### config.mk
export PLATFORM = sky130hd
export DESIGN_NAME = pchm_top
export DESIGN_NICKNAME = d
export VERILOG_FILES = /design/src/rtl/pchm_sync.v /design/src/rtl/pchm_top.v
export VERILOG_INCLUDE_DIRS = /design/src /design/src/include
export SDC_FILE = /design/constraint.sdc
export NUM_CORES = 1
export LEC_CHECK = 0
export ABC_AREA = 1
export BUFFER_PORTS_ARGS = -buffer_cell sky130_fd_sc_hd__buf_4
export CAP_MARGIN = 30
export CORE_MARGIN = 8
export CORE_UTILIZATION = 45
export DETAILED_ROUTE_END_ITERATION = 7
export GPL_ROUTABILITY_DRIVEN = 0
export GPL_TIMING_DRIVEN = 1
export PLACE_DENSITY_LB_ADDON = 0.1
export SLEW_MARGIN = 10
export SYNTH_ARGS = -nofsm -noshare
export SYNTH_HDL_FRONTEND = slang
export SYNTH_HIERARCHICAL = 1
export SYNTH_SLANG_ARGS = --single-unit
### constraint.sdc
create_clock -name i_ref_clk -period 1.74 [get_ports i_ref_clk]
set_input_delay 0.348 -clock i_ref_clk [delete_from_list [all_inputs] [get_ports i_ref_clk]]
set_output_delay 0.348 -clock i_ref_clk [all_outputs]
set_load 0.03 [all_outputs]
### src/include/pchm_defs.vh
// Purpose: constants for the third-port handshake allocation block
// Assumes: 20 MHz reference clock, 8-bit host data bus
// Notes:   mode word and bit set/reset word follow the classic parallel-interface layout
`ifndef PCHM_DEFS_VH
`define PCHM_DEFS_VH

// Host register addresses (two address bits)
`define PCHM_ADDR_PORTC     2'h2
`define PCHM_ADDR_CTRL      2'h3
`define PCHM_ADDR_IRQ_STAT  2'h0
`define PCHM_ADDR_IRQ_MASK  2'h1

// Control word fields
`define PCHM_CW_MODE_SEL    7
`define PCHM_CW_A_MODE_HI   6
`define PCHM_CW_A_MODE_LO   5
`define PCHM_CW_A_DIR       4
`define PCHM_CW_CU_DIR      3
`define PCHM_CW_B_MODE      2
`define PCHM_CW_B_DIR       1
`define PCHM_CW_CL_DIR      0
`define PCHM_BSR_SEL_HI     3
`define PCHM_BSR_SEL_LO     1
`define PCHM_BSR_VAL        0

// Third-port bit positions
`define PCHM_B_IRQ          0
`define PCHM_B_BUF          1
`define PCHM_B_HS           2
`define PCHM_A_IRQ          3
`define PCHM_A_STB          4
`define PCHM_A_IBF          5
`define PCHM_A_ACK          6
`define PCHM_A_OBF          7

// Group A modes
`define PCHM_AMODE_BASIC    2'h0
`define PCHM_AMODE_STROBED  2'h1

// Reset values
`define PCHM_RST_BYTE       8'h00
`define PCHM_RST_CTRL       8'h9b
// Synchroniser stages start at the idle high pin level, so no false edge follows reset
`define PCHM_RST_SYNC       3'h7
`define PCHM_ALL_ONE        8'hff

// Interrupt status bits
`define PCHM_IRQ_B          0
`define PCHM_IRQ_A          1
`define PCHM_IRQ_MODE       2
`define PCHM_IRQ_W          3

// Enable flag one-hot codes: bit 0 group B, bit 1 group A input, bit 2 group A output
`define PCHM_FLAG_NONE      3'h0
`define PCHM_FLAG_B         3'h1
`define PCHM_FLAG_A_IN      3'h2
`define PCHM_FLAG_A_OUT     3'h4

`endif

### src/rtl/pchm_sync.v
// Purpose: three-stage synchroniser for one pin that qualifies a change once stages two and three agree
// Assumes: input is asynchronous to i_ref_clk
// Notes:   output changes only when stages two and three match, filtering one-cycle glitches
`timescale 1ns/10ps
`include "pchm_defs.vh"
module pchm_sync (
	// Clock and reset
	input  wire i_ref_clk,
	input  wire i_nrst,
	// Pin
	input  wire i_pin,
	// Qualified level
	output reg  o_level
);
	reg [2:0] sync_q;

	always @(posedge i_ref_clk) begin
		if (!i_nrst) begin
			sync_q  <= `PCHM_RST_SYNC;
			o_level <= 1'b1;
		end else begin
			sync_q <= {sync_q[1:0], i_pin};
			if (sync_q[1] == sync_q[2]) begin
				o_level <= sync_q[2];
			end
		end
	end
endmodule

### src/rtl/pchm_top.v
// Purpose: third-port line allocation for handshake, interrupt and plain I/O lines
// Assumes: single 20 MHz clock; host register port; handshake flags from the data-port logic arrive as inputs
// Notes:   strobe and acknowledge positions read back the enable flags, not the pins
// Behaviour
// In basic mode each port C half is all input or all output.
// Group B strobed input: bit0 irq, bit1 input full, bit2 strobe in.
// Group B strobed output: bit0 irq, bit1 output full, bit2 acknowledge in.
// Group A strobed input: bit3 irq, bit4 strobe, bit5 input full; 6,7 I/O.
// Group A strobed output: bit3 irq, bit6 acknowledge, bit7 output full; 4,5 I/O.
// Bidirectional: bits 3..7 irq, strobe, input full, acknowledge, output full.
// Group B enable flag sits at bit position 2.
// Group A input enable flag sits at bit position 4.
// Group A output enable flag sits at bit position 6.
// Port C read returns pins, but enable flags at strobe/acknowledge positions.
// Bit set/reset on strobe/acknowledge positions changes the flag, not the line.
// All enable flags clear on new mode selection and on reset.
// Unclaimed lines follow their half's direction, latched outputs, unlatched inputs.
//
// Local design decisions: the address-and-strobe port and the address map.
`timescale 1ns/10ps
`include "pchm_defs.vh"
module pchm_top (
	// Clock and reset
	input  wire       i_ref_clk,
	input  wire       i_nrst,
	// Host register port
	input  wire [1:0] i_addr,
	input  wire [7:0] i_wdata,
	input  wire       i_wr,
	input  wire       i_rd,
	output reg  [7:0] o_rdata,
	// Handshake status from the data-port logic
	input  wire       i_a_group_irq_out,
	input  wire       i_a_input_buffer_full,
	input  wire       i_a_output_buffer_full,
	input  wire       i_b_group_irq_out,
	input  wire       i_b_buffer_full,
	// Third port pins
	input  wire [7:0] i_third_port_line,
	output reg  [7:0] o_third_port_line,
	output reg  [7:0] o_third_port_oe,
	// Qualified handshake inputs and enable flags toward the data-port logic
	output reg        o_a_peripheral_strobe_n,
	output reg        o_a_ack_n,
	output reg        o_b_handshake_n,
	output reg        o_group_a_in_irq_enable,
	output reg        o_group_a_out_irq_enable,
	output reg        o_group_b_irq_enable,
	// Decoded modes
	output reg  [1:0] o_a_mode,
	output reg        o_a_dir_in,
	output reg        o_b_strobed,
	output reg        o_b_dir_in,
	// Interrupt
	output reg        o_irq
);
	reg  [7:0] ctrl_q;
	reg  [7:0] latch_q;
	reg  [2:0] irq_enable_flag_q;
	reg  [2:0] irq_stat_q;
	reg  [2:0] irq_mask_q;
	reg  [7:0] pin_q;
	reg  [1:0] irq_prev_q;
	wire [7:0] pin_lvl;

	// Per-pin synchronisers; pins are asynchronous to the reference clock
	genvar gi;
	generate
		for (gi = 0; gi < 8; gi = gi + 1) begin : g_sync
			pchm_sync u_sync (
				.i_ref_clk (i_ref_clk),
				.i_nrst    (i_nrst),
				.i_pin     (i_third_port_line[gi]),
				.o_level   (pin_lvl[gi])
			);
		end
	endgenerate

	// Mode decode
	// Mode bit 6 wins over bit 5: both set still selects bidirectional
	wire       a_bidir   = ctrl_q[`PCHM_CW_A_MODE_HI];
	wire       a_strobed = ~a_bidir & ctrl_q[`PCHM_CW_A_MODE_LO];
	wire       a_in      = ctrl_q[`PCHM_CW_A_DIR];
	wire       b_strobed = ctrl_q[`PCHM_CW_B_MODE];
	wire       b_in      = ctrl_q[`PCHM_CW_B_DIR];
	wire       cu_in     = ctrl_q[`PCHM_CW_CU_DIR];
	wire       cl_in     = ctrl_q[`PCHM_CW_CL_DIR];
	wire       a_has_in  = a_bidir | (a_strobed & a_in);
	wire       a_has_out = a_bidir | (a_strobed & ~a_in);

	// Which lines are claimed by handshakes, and which are handshake inputs
	reg  [7:0] claim;
	reg  [7:0] hs_in;
	always @* begin
		claim = `PCHM_RST_BYTE;
		hs_in = `PCHM_RST_BYTE;
		if (b_strobed) begin
			claim[`PCHM_B_IRQ] = 1'b1; // see R02
			claim[`PCHM_B_BUF] = 1'b1;
			claim[`PCHM_B_HS]  = 1'b1;
			hs_in[`PCHM_B_HS]  = 1'b1;
		end
		if (a_bidir | a_strobed) begin
			claim[`PCHM_A_IRQ] = 1'b1; // see R04 see R05
		end
		if (a_has_in) begin
			claim[`PCHM_A_STB] = 1'b1;
			claim[`PCHM_A_IBF] = 1'b1;
			hs_in[`PCHM_A_STB] = 1'b1;
		end
		if (a_has_out) begin
			claim[`PCHM_A_ACK] = 1'b1;
			claim[`PCHM_A_OBF] = 1'b1;
			hs_in[`PCHM_A_ACK] = 1'b1;
		end
	end

	// Unclaimed lines take their half's direction from the mode word
	wire [7:0] half_out = {{4{~cu_in}}, {4{~cl_in}}}; // see R01
	wire [7:0] oe_d     = (claim & ~hs_in) | (~claim & half_out);

	// Handshake outputs; buffer-full outputs are active low on the output side
	reg  [7:0] hs_out;
	always @* begin
		hs_out = latch_q;
		hs_out[`PCHM_B_IRQ] = i_b_group_irq_out;
		// Group B line 1 is input full (high) in input mode, output full (low) in output mode
		hs_out[`PCHM_B_BUF] = b_in ? i_b_buffer_full : ~i_b_buffer_full;
		hs_out[`PCHM_A_IRQ] = i_a_group_irq_out;
		hs_out[`PCHM_A_IBF] = i_a_input_buffer_full;
		hs_out[`PCHM_A_OBF] = ~i_a_output_buffer_full;
	end
	wire [7:0] pout_d = (claim & hs_out) | (~claim & latch_q);

	// Read-back: enable flags replace strobe and acknowledge states
	function [7:0] portc_view;
		input [7:0] pins;
		input [7:0] outs;
		input [7:0] oe;
		input [7:0] hs;
		input [2:0] irq_enable_flag;
		reg   [7:0] v;
		begin
			// Output lines show what is driven, input lines the qualified pin
			v = (oe & outs) | (~oe & pins);
			if (hs[`PCHM_B_HS]) begin
				v[`PCHM_B_HS] = irq_enable_flag[0]; // see R10
			end
			if (hs[`PCHM_A_STB]) begin
				v[`PCHM_A_STB] = irq_enable_flag[1]; // see R10
			end
			if (hs[`PCHM_A_ACK]) begin
				v[`PCHM_A_ACK] = irq_enable_flag[2]; // see R10
			end
			portc_view = v;
		end
	endfunction

	// Host address decode, shared by the write, clear and read paths
	function [3:0] addr_dec;
		input [1:0] a;
		begin
			addr_dec = 4'h0;
			if (a == `PCHM_ADDR_IRQ_STAT) begin
				addr_dec[`PCHM_ADDR_IRQ_STAT] = 1'b1;
			end else if (a == `PCHM_ADDR_IRQ_MASK) begin
				addr_dec[`PCHM_ADDR_IRQ_MASK] = 1'b1;
			end else if (a == `PCHM_ADDR_PORTC) begin
				addr_dec[`PCHM_ADDR_PORTC] = 1'b1;
			end else begin
				addr_dec[`PCHM_ADDR_CTRL] = 1'b1;
			end
		end
	endfunction
	wire [3:0] sel = addr_dec(i_addr);

	// Which enable flag a third-port position holds; none away from the handshake input positions
	function [2:0] flag_at;
		input [2:0] pos;
		begin
			if (pos == `PCHM_B_HS) begin
				flag_at = `PCHM_FLAG_B;
			end else if (pos == `PCHM_A_STB) begin
				flag_at = `PCHM_FLAG_A_IN;
			end else if (pos == `PCHM_A_ACK) begin
				flag_at = `PCHM_FLAG_A_OUT;
			end else begin
				flag_at = `PCHM_FLAG_NONE;
			end
		end
	endfunction

	// Bit set/reset decode
	wire       wr_ctrl  = i_wr & sel[`PCHM_ADDR_CTRL];
	wire       mode_wr  = wr_ctrl & i_wdata[`PCHM_CW_MODE_SEL];
	wire       bsr_wr   = wr_ctrl & ~i_wdata[`PCHM_CW_MODE_SEL];
	wire [2:0] bsr_bit  = i_wdata[`PCHM_BSR_SEL_HI:`PCHM_BSR_SEL_LO];
	wire       bsr_val  = i_wdata[`PCHM_BSR_VAL];
	wire [2:0] bsr_flag = flag_at(bsr_bit);
	wire [7:0] bsr_hit  = 8'h01 << bsr_bit;
	wire       wr_portc = i_wr & sel[`PCHM_ADDR_PORTC];
	// Write to port C reaches basic-mode outputs only
	wire [7:0] basic_wmask = ~claim & half_out;

	// Events: each group's interrupt line rising, and a new mode selection
	// Rising edges only, so a line held high raises one event and not one per cycle
	wire [1:0] irq_now  = {i_a_group_irq_out, i_b_group_irq_out};
	wire [2:0] irq_ev   = {mode_wr, irq_now & ~irq_prev_q};
	wire       stat_rd  = i_rd & sel[`PCHM_ADDR_IRQ_STAT];

	always @(posedge i_ref_clk) begin
		if (!i_nrst) begin
			ctrl_q     <= `PCHM_RST_CTRL;
			latch_q    <= `PCHM_RST_BYTE;
			irq_enable_flag_q     <= 3'h0;
			irq_stat_q <= 3'h0;
			irq_mask_q <= 3'h0;
			irq_prev_q <= 2'h0;
			pin_q      <= `PCHM_ALL_ONE;
		end else begin
			irq_prev_q <= irq_now;
			// Read-back sees the qualified level one cycle late, never a half-taken change
			pin_q      <= pin_lvl;
			if (mode_wr) begin
				// A new mode starts from a clean latch, so stale values never reach freshly claimed lines
				ctrl_q  <= i_wdata;
				latch_q <= `PCHM_RST_BYTE;
				irq_enable_flag_q  <= 3'h0;
			end else if (bsr_wr) begin
				if (hs_in[bsr_bit]) begin
					// Flag only; the input line itself is left alone
					irq_enable_flag_q <= (irq_enable_flag_q & ~bsr_flag) | (bsr_val ? bsr_flag : `PCHM_FLAG_NONE);
				end else begin
					latch_q <= (latch_q & ~bsr_hit) | (bsr_val ? bsr_hit : `PCHM_RST_BYTE);
				end
			end else if (wr_portc) begin
				latch_q <= (latch_q & ~basic_wmask) | (i_wdata & basic_wmask);
			end
			if (i_wr & sel[`PCHM_ADDR_IRQ_MASK]) begin
				irq_mask_q <= i_wdata[`PCHM_IRQ_W-1:0];
			end
			// Set wins over the read-clear, so an event in the clearing cycle is not lost
			if (stat_rd) begin
				irq_stat_q <= irq_ev;
			end else begin
				irq_stat_q <= irq_stat_q | irq_ev;
			end
		end
	end

	// Registered outputs
	always @(posedge i_ref_clk) begin
		if (!i_nrst) begin
			o_third_port_line        <= `PCHM_RST_BYTE;
			o_third_port_oe          <= `PCHM_RST_BYTE;
			o_a_peripheral_strobe_n  <= 1'b1;
			o_a_ack_n                <= 1'b1;
			o_b_handshake_n          <= 1'b1;
			o_group_a_in_irq_enable  <= 1'b0;
			o_group_a_out_irq_enable <= 1'b0;
			o_group_b_irq_enable     <= 1'b0;
			o_a_mode                 <= `PCHM_AMODE_BASIC;
			o_a_dir_in               <= 1'b1;
			o_b_strobed              <= 1'b0;
			o_b_dir_in               <= 1'b1;
			o_irq                    <= 1'b0;
		end else begin
			o_third_port_line        <= pout_d;
			o_third_port_oe          <= oe_d;
			// Unclaimed handshake inputs read as idle, so the data-port logic never sees a stray strobe
			o_a_peripheral_strobe_n  <= a_has_in ? pin_lvl[`PCHM_A_STB] : 1'b1;
			o_a_ack_n                <= a_has_out ? pin_lvl[`PCHM_A_ACK] : 1'b1;
			o_b_handshake_n          <= b_strobed ? pin_lvl[`PCHM_B_HS] : 1'b1;
			o_group_b_irq_enable     <= irq_enable_flag_q[0];
			o_group_a_in_irq_enable  <= irq_enable_flag_q[1];
			o_group_a_out_irq_enable <= irq_enable_flag_q[2];
			o_a_mode                 <= ctrl_q[`PCHM_CW_A_MODE_HI:`PCHM_CW_A_MODE_LO];
			o_a_dir_in               <= a_in;
			o_b_strobed              <= b_strobed;
			o_b_dir_in               <= b_in;
			o_irq                    <= |(irq_stat_q & irq_mask_q);
		end
	end

	// Read data stand for one cycle only; idle zero keeps the bus quiet between reads
	always @(posedge i_ref_clk) begin
		if (!i_nrst) begin
			o_rdata <= `PCHM_RST_BYTE;
		end else if (i_rd) begin
			if (sel[`PCHM_ADDR_PORTC]) begin
				o_rdata <= portc_view(pin_q, o_third_port_line, o_third_port_oe, hs_in, irq_enable_flag_q);
			end else if (sel[`PCHM_ADDR_IRQ_STAT]) begin
				o_rdata <= {5'h00, irq_stat_q};
			end else if (sel[`PCHM_ADDR_IRQ_MASK]) begin
				o_rdata <= {5'h00, irq_mask_q};
			end else begin
				o_rdata <= ctrl_q;
			end
		end else begin
			o_rdata <= `PCHM_RST_BYTE;
		end
	end
endmodule

# Yosys cells after proc, flatten, opt, wreduce, memory -nomap -nowiden
# Index checks and enable logic that the tools add are counted.
[word_totals]
register_bits = 103
output_inout_bits = 36
[classes]
magnitude_cmp = 1
n_eq_ne = 14
shift = 1
n_mux = 31
bitwise_logic = 46
n_reduce_logical = 10
[op_table]
columns = ["cell", "count"]
rows = [
  ["$and A8 B8 Y8", 9],
  ["$mux W8", 7],
  ["$or A8 B8 Y8", 5],
  ["$not A8 Y8", 4],
  ["$mux W3", 7],
  ["$mux W1", 13],
  ["$reduce_and A2 Y1", 6],
  ["$and A1 B1 Y1", 9],
  ["$eq A1 B1 Y1", 8],
  ["$not A1 Y1", 8],
  ["$not A7 Y8", 1],
  ["$shl A1 B3 Y8 const A", 1],
  ["$and A3 B3 Y3", 2],
  ["$eq A3 B3 Y1 const B", 2],
  ["$mux W2", 3],
  ["$or A3 B3 Y3", 2],
  ["$lt A3 B4 Y1 const B", 1],
  ["$bmux W1 S3", 1],
  ["$eq A3 B2 Y1 const B", 1],
  ["$not A3 Y3", 1],
  ["$or A1 B1 Y1", 3],
  ["$reduce_or A3 Y1", 1],
  ["$and A2 B2 Y2", 1],
  ["$eq A2 B1 Y1 const B", 1],
  ["6 further kinds", 6],
]

# Longest topological paths before layout
# Gate-level depths: netlist of run 1.
[depth]
depth_word = 12
depth_mapped = 12
mapped_depth_nobuf = 10

# Cells and area by module
# Netlist of run 1, hierarchy kept.
[by_module_without_submodules]
columns = ["module", "n_inst", "cells_each", "area_per_inst_um2", "seq_area_each_um2"]
rows = [
  ["pchm_top", 1, 379, 2862.7, 1401.3],
  ["pchm_sync", 8, 17, 133.9, 80.1],
]

# Worst setup path before layout of run 1
# OpenSTA, ideal clock, no wires.
[synth_timing]
path_type = "in2reg"
start = "input i_nrst"
end = "register ctrl_q[7]"
setup_time_ns = 0.123
arrival_ns = 1.275
required_time_ns = 1.617
path_slack_ns = 0.342
cell_stages = 5
n_path_buf = 1
path_cell_list = "buf_2 > clkinv_1 > nor2_2 > inv_1 > or2_2"
[synth_rtl]
columns = ["item", "line", "text"]
rows = [
  ["start, declared", "pchm_top.v:25", "input wire i_nrst,"],
  ["end signal, assigned", "pchm_top.v:213", "ctrl_q <= `PCHM_RST_CTRL;"],
  ["end signal, assigned", "pchm_top.v:226", "ctrl_q <= i_wdata;"],
  ["end, declared", "pchm_top.v:57", "reg [7:0] ctrl_q;"],
]

==> results of run 1 <==
## cell families after synthesis
kind of cell / after synthesis / share of synthesized area, %
AO/OA/AOI/OAI: 83 / 11.0
XOR/XNOR: 1 / 0.223
buffers and inverters: 114 / 11.7
flip-flops: 102 / 51.9
multiplexers: 4 / 1.08
AND/OR/NAND/NOR: 211 / 24.0
## synthesized netlist by cell type
| master | count |
|---|---|
| buf_6 | 3 |
| nor2_8 | 1 |
| or2_2 | 6 |
| nand3_1 | 23 |
| o21ai_0 | 35 |
| a21oi_1 | 39 |
| a22oi_1 | 1 |
| nand2_2 | 11 |
| mux2i_1 | 2 |
| inv_1 | 98 |
| o21ai_1 | 2 |
| nand3_4 | 1 |
| nand4_2 | 1 |
| inv_2 | 3 |
| nand4_1 | 1 |
| o211ai_1 | 2 |
| o22ai_1 | 2 |
| nand2_1 | 108 |
| o21ai_2 | 2 |
| nor2_1 | 44 |
| clkinv_1 | 1 |
| dfxtp_1 | 102 |
| nand3b_1 | 2 |
| clkbuf_1 | 4 |
| mux2_2 | 2 |
| buf_4 | 2 |
| nand3_2 | 1 |
| nor3_1 | 2 |
| buf_2 | 3 |
| nor2_2 | 10 |
| xnor2_1 | 1 |
## power breakdown
group / switching, W / internal [W]
combinational: 0.000251 / 0.000148
clock: 0.000873 / 0.000555
sequential: 0.0000324 / 0.00240
## worst max-delay path: stages (launching register included)
cell     delay (ns)
dfxtp_1        0.39
inv_1          0.10
nand2_1        0.23
nand3_1        0.15
nand3_1        0.22
nand3_1        0.14
o21ai_0        0.19
a21oi_1        0.06
## routing by layer
metal	part of all wire (%)	track usage [%]	up-vias
met4	2.0	6.85	0
li1	-	-	1713
met5	0	0	-
met1	47	18.2	1394
met2	46	23.3	62
met3	4.8	2.99	13
## per-stage QoR
step | setup WS, ns | hold WS, ns
after detailed placement | 0.157 | 0.385
after CTS | 0.221 | 0.125
final | 0.161 | 0.144
after global placement | 0.165 | 0.381
after floorplan | 0.342 | 0.380
after global routing | 0.0688 | 0.122
## worst min-delay path by stage
stage | start | to | slack, ns | cells after the start
CTS | i_third_port_line[4] | g_sync[4].u_sync/sync_q[0] | 0.12 | 3
detailed placement | g_sync[7].u_sync/sync_q[0] | g_sync[7].u_sync/sync_q[1] | 0.38 | 2
floorplan | g_sync[0].u_sync/sync_q[0] | g_sync[0].u_sync/sync_q[1] | 0.38 | 2
global placement | g_sync[3].u_sync/sync_q[0] | g_sync[3].u_sync/sync_q[1] | 0.38 | 2
global route | i_third_port_line[6] | g_sync[6].u_sync/sync_q[0] | 0.12 | 3
finish | i_third_port_line[4] | g_sync[4].u_sync/sync_q[0] | 0.14 | 3
## final cells by class
cell class | instances | area [um2] | share of cell area, %
sequential | 102 | 2040 | 43.3
multi-input combinational | 299 | 1430 | 30.3
timing repair buffer | 69 | 531 | 11.3
inverter | 102 | 383 | 8.12
tap | 108 | 135 | 2.87
clock buffer | 9 | 124 | 2.63
clock inverter | 7 | 68.8 | 1.46
==> out/results.tsv, run 1 <==
metric	value	unit
CP Capture Type	flip-flop	
RSZ-0062 raised after global routing	false	
die span in y	109	um
Clock Latency Late Sink	0.36	ns
share of cells above drive strength 1	20.9	%
r2r setup slk	0.16	ns
FP Rows	34	
HP Class	in2reg	
post-layout util	54.8	%
First DRT Iteration DRCs	166	
area leader, netlist	dfxtp_1	
Cells after Synth	515	
P_leak	2.47	nW
Mapped Avg Cell Area	7.64	um2
CTS max path bufs	2	
setup TNS	0	ns
ANT nets after route	0	
Max Slew Vio Count	0	
endpoints failing hold	0	
Setup crit start	ctrl_q[6]	
GR Overflow Total	0	
antenna cells	0	
fin crit period	1.58	ns
most common cell after layout, fill and taps aside	nand2_1	
H-Tree Depth	3	
Rel. slew slack	70.9	%
Syn Nets	542	
r2r startpoint	ctrl_q[6]	
dpl cell area	0.00452	mm2
largest net degree at the start of global routing	66	
Final #Nets	610	
Final Power	0.00426	W
antenna violations before repair	0	
worst-margin pin slew	0.435	ns
Initial Util	45.8	%
Core ar.	0.00859	mm2
#FFs+latches synth	102	
total CTS buffers	9	
Vias/cell	4.57	
CTS tree	built	
Cell variety after synth	31	
final cell count without fillers	696	
Clock Skew	0.00932	ns
drt drc	0	
Top Ports	63	
CP Data Arrival Time	1.83	ns
outcome	completed	
vias in the first global route	3035	
first-pass GRT wire length	13.9	mm
Crit Path Max Fanout	6	
filler instances	843	
type of origin of the critical path	flip-flop	
fin area	0.00471	mm2
Synth area leaders	dfxtp_1, nand2_1, inv_1, a21oi_1, o21ai_0	
Worst R2R Path Depth	7	
Root Driver	clkbuf_8	
Final setup viols	0	
required time of the critical path	2.00	ns
CTS resizes	0	
Yosys top cell area share	51.9	%
Warnings, synthesis	6	
die area	0.0120	mm2
first-pass detailed-route iteration total	4	
vias post-DR	3182	
die width	109	um
hold_buf cts	0	
maxcap violations	0	
commonest cells after routing, fill and taps aside	nand2_1, dfxtp_1, inv_1	
# Post-CTS Setup Buffers	0	
synthesis-to-layout area growth	19.8	%
mapped cell area	0.00393	mm2
clk slew on worst S/H paths	0.11	ns
Num Clock Sinks	102	
post-route clock period utilization	90.8	%
drt total wl	8.27	mm
Seq/Total Area, Yosys	51.9	%
count of input and output buffers	62	
Peak supply drop	0.457	mV
Setup CP Type	reg2reg	
Pwr Density	903	mW/mm2
WL per Instance	11.9	um
dpl hpwl	6.12	mm
Max Clock Freq	633	MHz
dpl cells	680	
Tot GR Track Use	14.5	%
Note: power is estimated with default switching activity, not from simulation.
==> run 2: changes to the inputs <==
--- a/config.mk
+++ b/config.mk
@@ -9,8 +9,10 @@
 export ABC_AREA = 1
 export BUFFER_PORTS_ARGS = -buffer_cell sky130_fd_sc_hd__buf_4
 export CAP_MARGIN = 30
+export CELL_PAD_IN_SITES_DETAIL_PLACEMENT = 1
+export CELL_PAD_IN_SITES_GLOBAL_PLACEMENT = 1
 export CORE_MARGIN = 8
-export CORE_UTILIZATION = 45
+export CORE_UTILIZATION = 40
 export DETAILED_ROUTE_END_ITERATION = 7
 export GPL_ROUTABILITY_DRIVEN = 0
 export GPL_TIMING_DRIVEN = 1
==> out/results.tsv, run 2 (synthesis gave the netlist of run 1 again) <==
metric	value	unit
final cell count without fillers	719	
Vias/cell	4.63	
Final setup viols	0	
total CTS buffers	9	
drt drc	0	
CP Capture Type	flip-flop	
vias post-DR	3328	
Crit Path Max Fanout	5	
first-pass GRT wire length	16.2	mm
CTS tree	built	
dpl hpwl	7.34	mm
dpl cell area	0.00454	mm2
Top Ports	63	
CTS max path bufs	2	
CP Data Arrival Time	1.81	ns
ANT nets after route	0	
r2r setup slk	0.19	ns
Clock Skew	0.0147	ns
antenna violations before repair	0	
P_leak	2.46	nW
drt total wl	9.66	mm
count of input and output buffers	62	
fin area	0.00473	mm2
fin worst setup slack	0.195	ns
post-layout util	49.1	%
Pwr Density	908	mW/mm2
die span in y	115	um
clk slew on worst S/H paths	0.09	ns
share of cells above drive strength 1	20.3	%
Rel. slew slack	70.3	%
Max Slew Vio Count	0	
type of origin of the critical path	flip-flop	
First DRT Iteration DRCs	129	
synthesis-to-layout area growth	20.4	%
Root Driver	clkbuf_8	
Tot GR Track Use	15.5	%
HP Class	in2reg	
largest net degree at the start of global routing	66	
antenna cells	0	
Initial Util	40.8	%
filler instances	1277	
hold_buf cts	0	
outcome	completed	
RSZ-0062 raised after global routing	false	
Final #Nets	609	
Num Clock Sinks	102	
post-route clock period utilization	88.8	%
pre-CTS setup slack	0.0836	ns
required time of the critical path	2.00	ns
# Post-CTS Setup Buffers	0	
commonest cells after routing, fill and taps aside	nand2_1, dfxtp_1, inv_1	
die area	0.0133	mm2
vias in the first global route	3442	
endpoints failing hold	0	
Core ar.	0.00964	mm2
die width	115	um
fin crit period	1.55	ns
Clock Latency Late Sink	0.37	ns
worst-margin pin slew	0.446	ns
setup TNS	0	ns
most common cell after layout, fill and taps aside	nand2_1	
FP Rows	36	
Max Clock Freq	647	MHz
maxcap violations	0	
Setup CP Type	reg2reg	
H-Tree Depth	3	
first-pass detailed-route iteration total	4	
GR Overflow Total	0	
dpl cells	704	
WL per Instance	13.4	um
CTS resizes	0	
Peak supply drop	0.547	mV
## run 2: path summary, 6_finish.rpt
path                                                  from                         end  cells past startpoint
worst min-delay path                  i_third_port_line[3]  g_sync[3].u_sync/sync_q[0]                      3
worst min register to register  g_sync[4].u_sync/sync_q[0]  g_sync[4].u_sync/sync_q[1]                      2
worst max register to register                   ctrl_q[5]                   flip-flop                      7
worst max-delay path                             ctrl_q[5]                   flip-flop                      7
## run 2: worst max-delay path, cell delays in order (launching register included)
cell	delay [ns]
dfxtp_1	0.42
inv_1	0.11
o21ai_2	0.23
nand2_1	0.13
nand3_1	0.20
nand3_1	0.13
o21ai_0	0.16
a21oi_1	0.07
## run 2: layout make-up
type | instances | area [um2] | share of cell area, %
clock buffer | 12 | 145 | 3.07
inverter | 102 | 383 | 8.09
clock inverter | 3 | 45.0 | 0.951
timing repair buffer | 68 | 523 | 11.0
multi-input combinational | 299 | 1430 | 30.2
tap | 133 | 166 | 3.51
sequential | 102 | 2040 | 43.1
## run 2: through the flow
stage               hold WS (ns)  power (W)
global placement           0.381    0.00289
detailed placement         0.392    0.00290
floorplan                  0.380    0.00272
finish                     0.148    0.00430
CTS                        0.124    0.00437
global route               0.135    0.00451
## run 2: report_power, final
part | switching [W] | internal (W)
Sequential | 0.0000332 | 0.00240
Combinational | 0.000261 | 0.000147
Clock | 0.000762 | 0.000698
Total | 0.00106 | 0.00324
## run 2: layer usage
| layer | track usage, % | share of wire [%] | vias to the layer above |
|---|---|---|---|
| li1 | - | - | 1706 |
| met1 | 18.7 | 46 | 1558 |
| met2 | 25.6 | 48 | 53 |
| met3 | 3.36 | 4.7 | 11 |
| met4 | 7.79 | 1.8 | 0 |
| met5 | 0 | 0 | - |
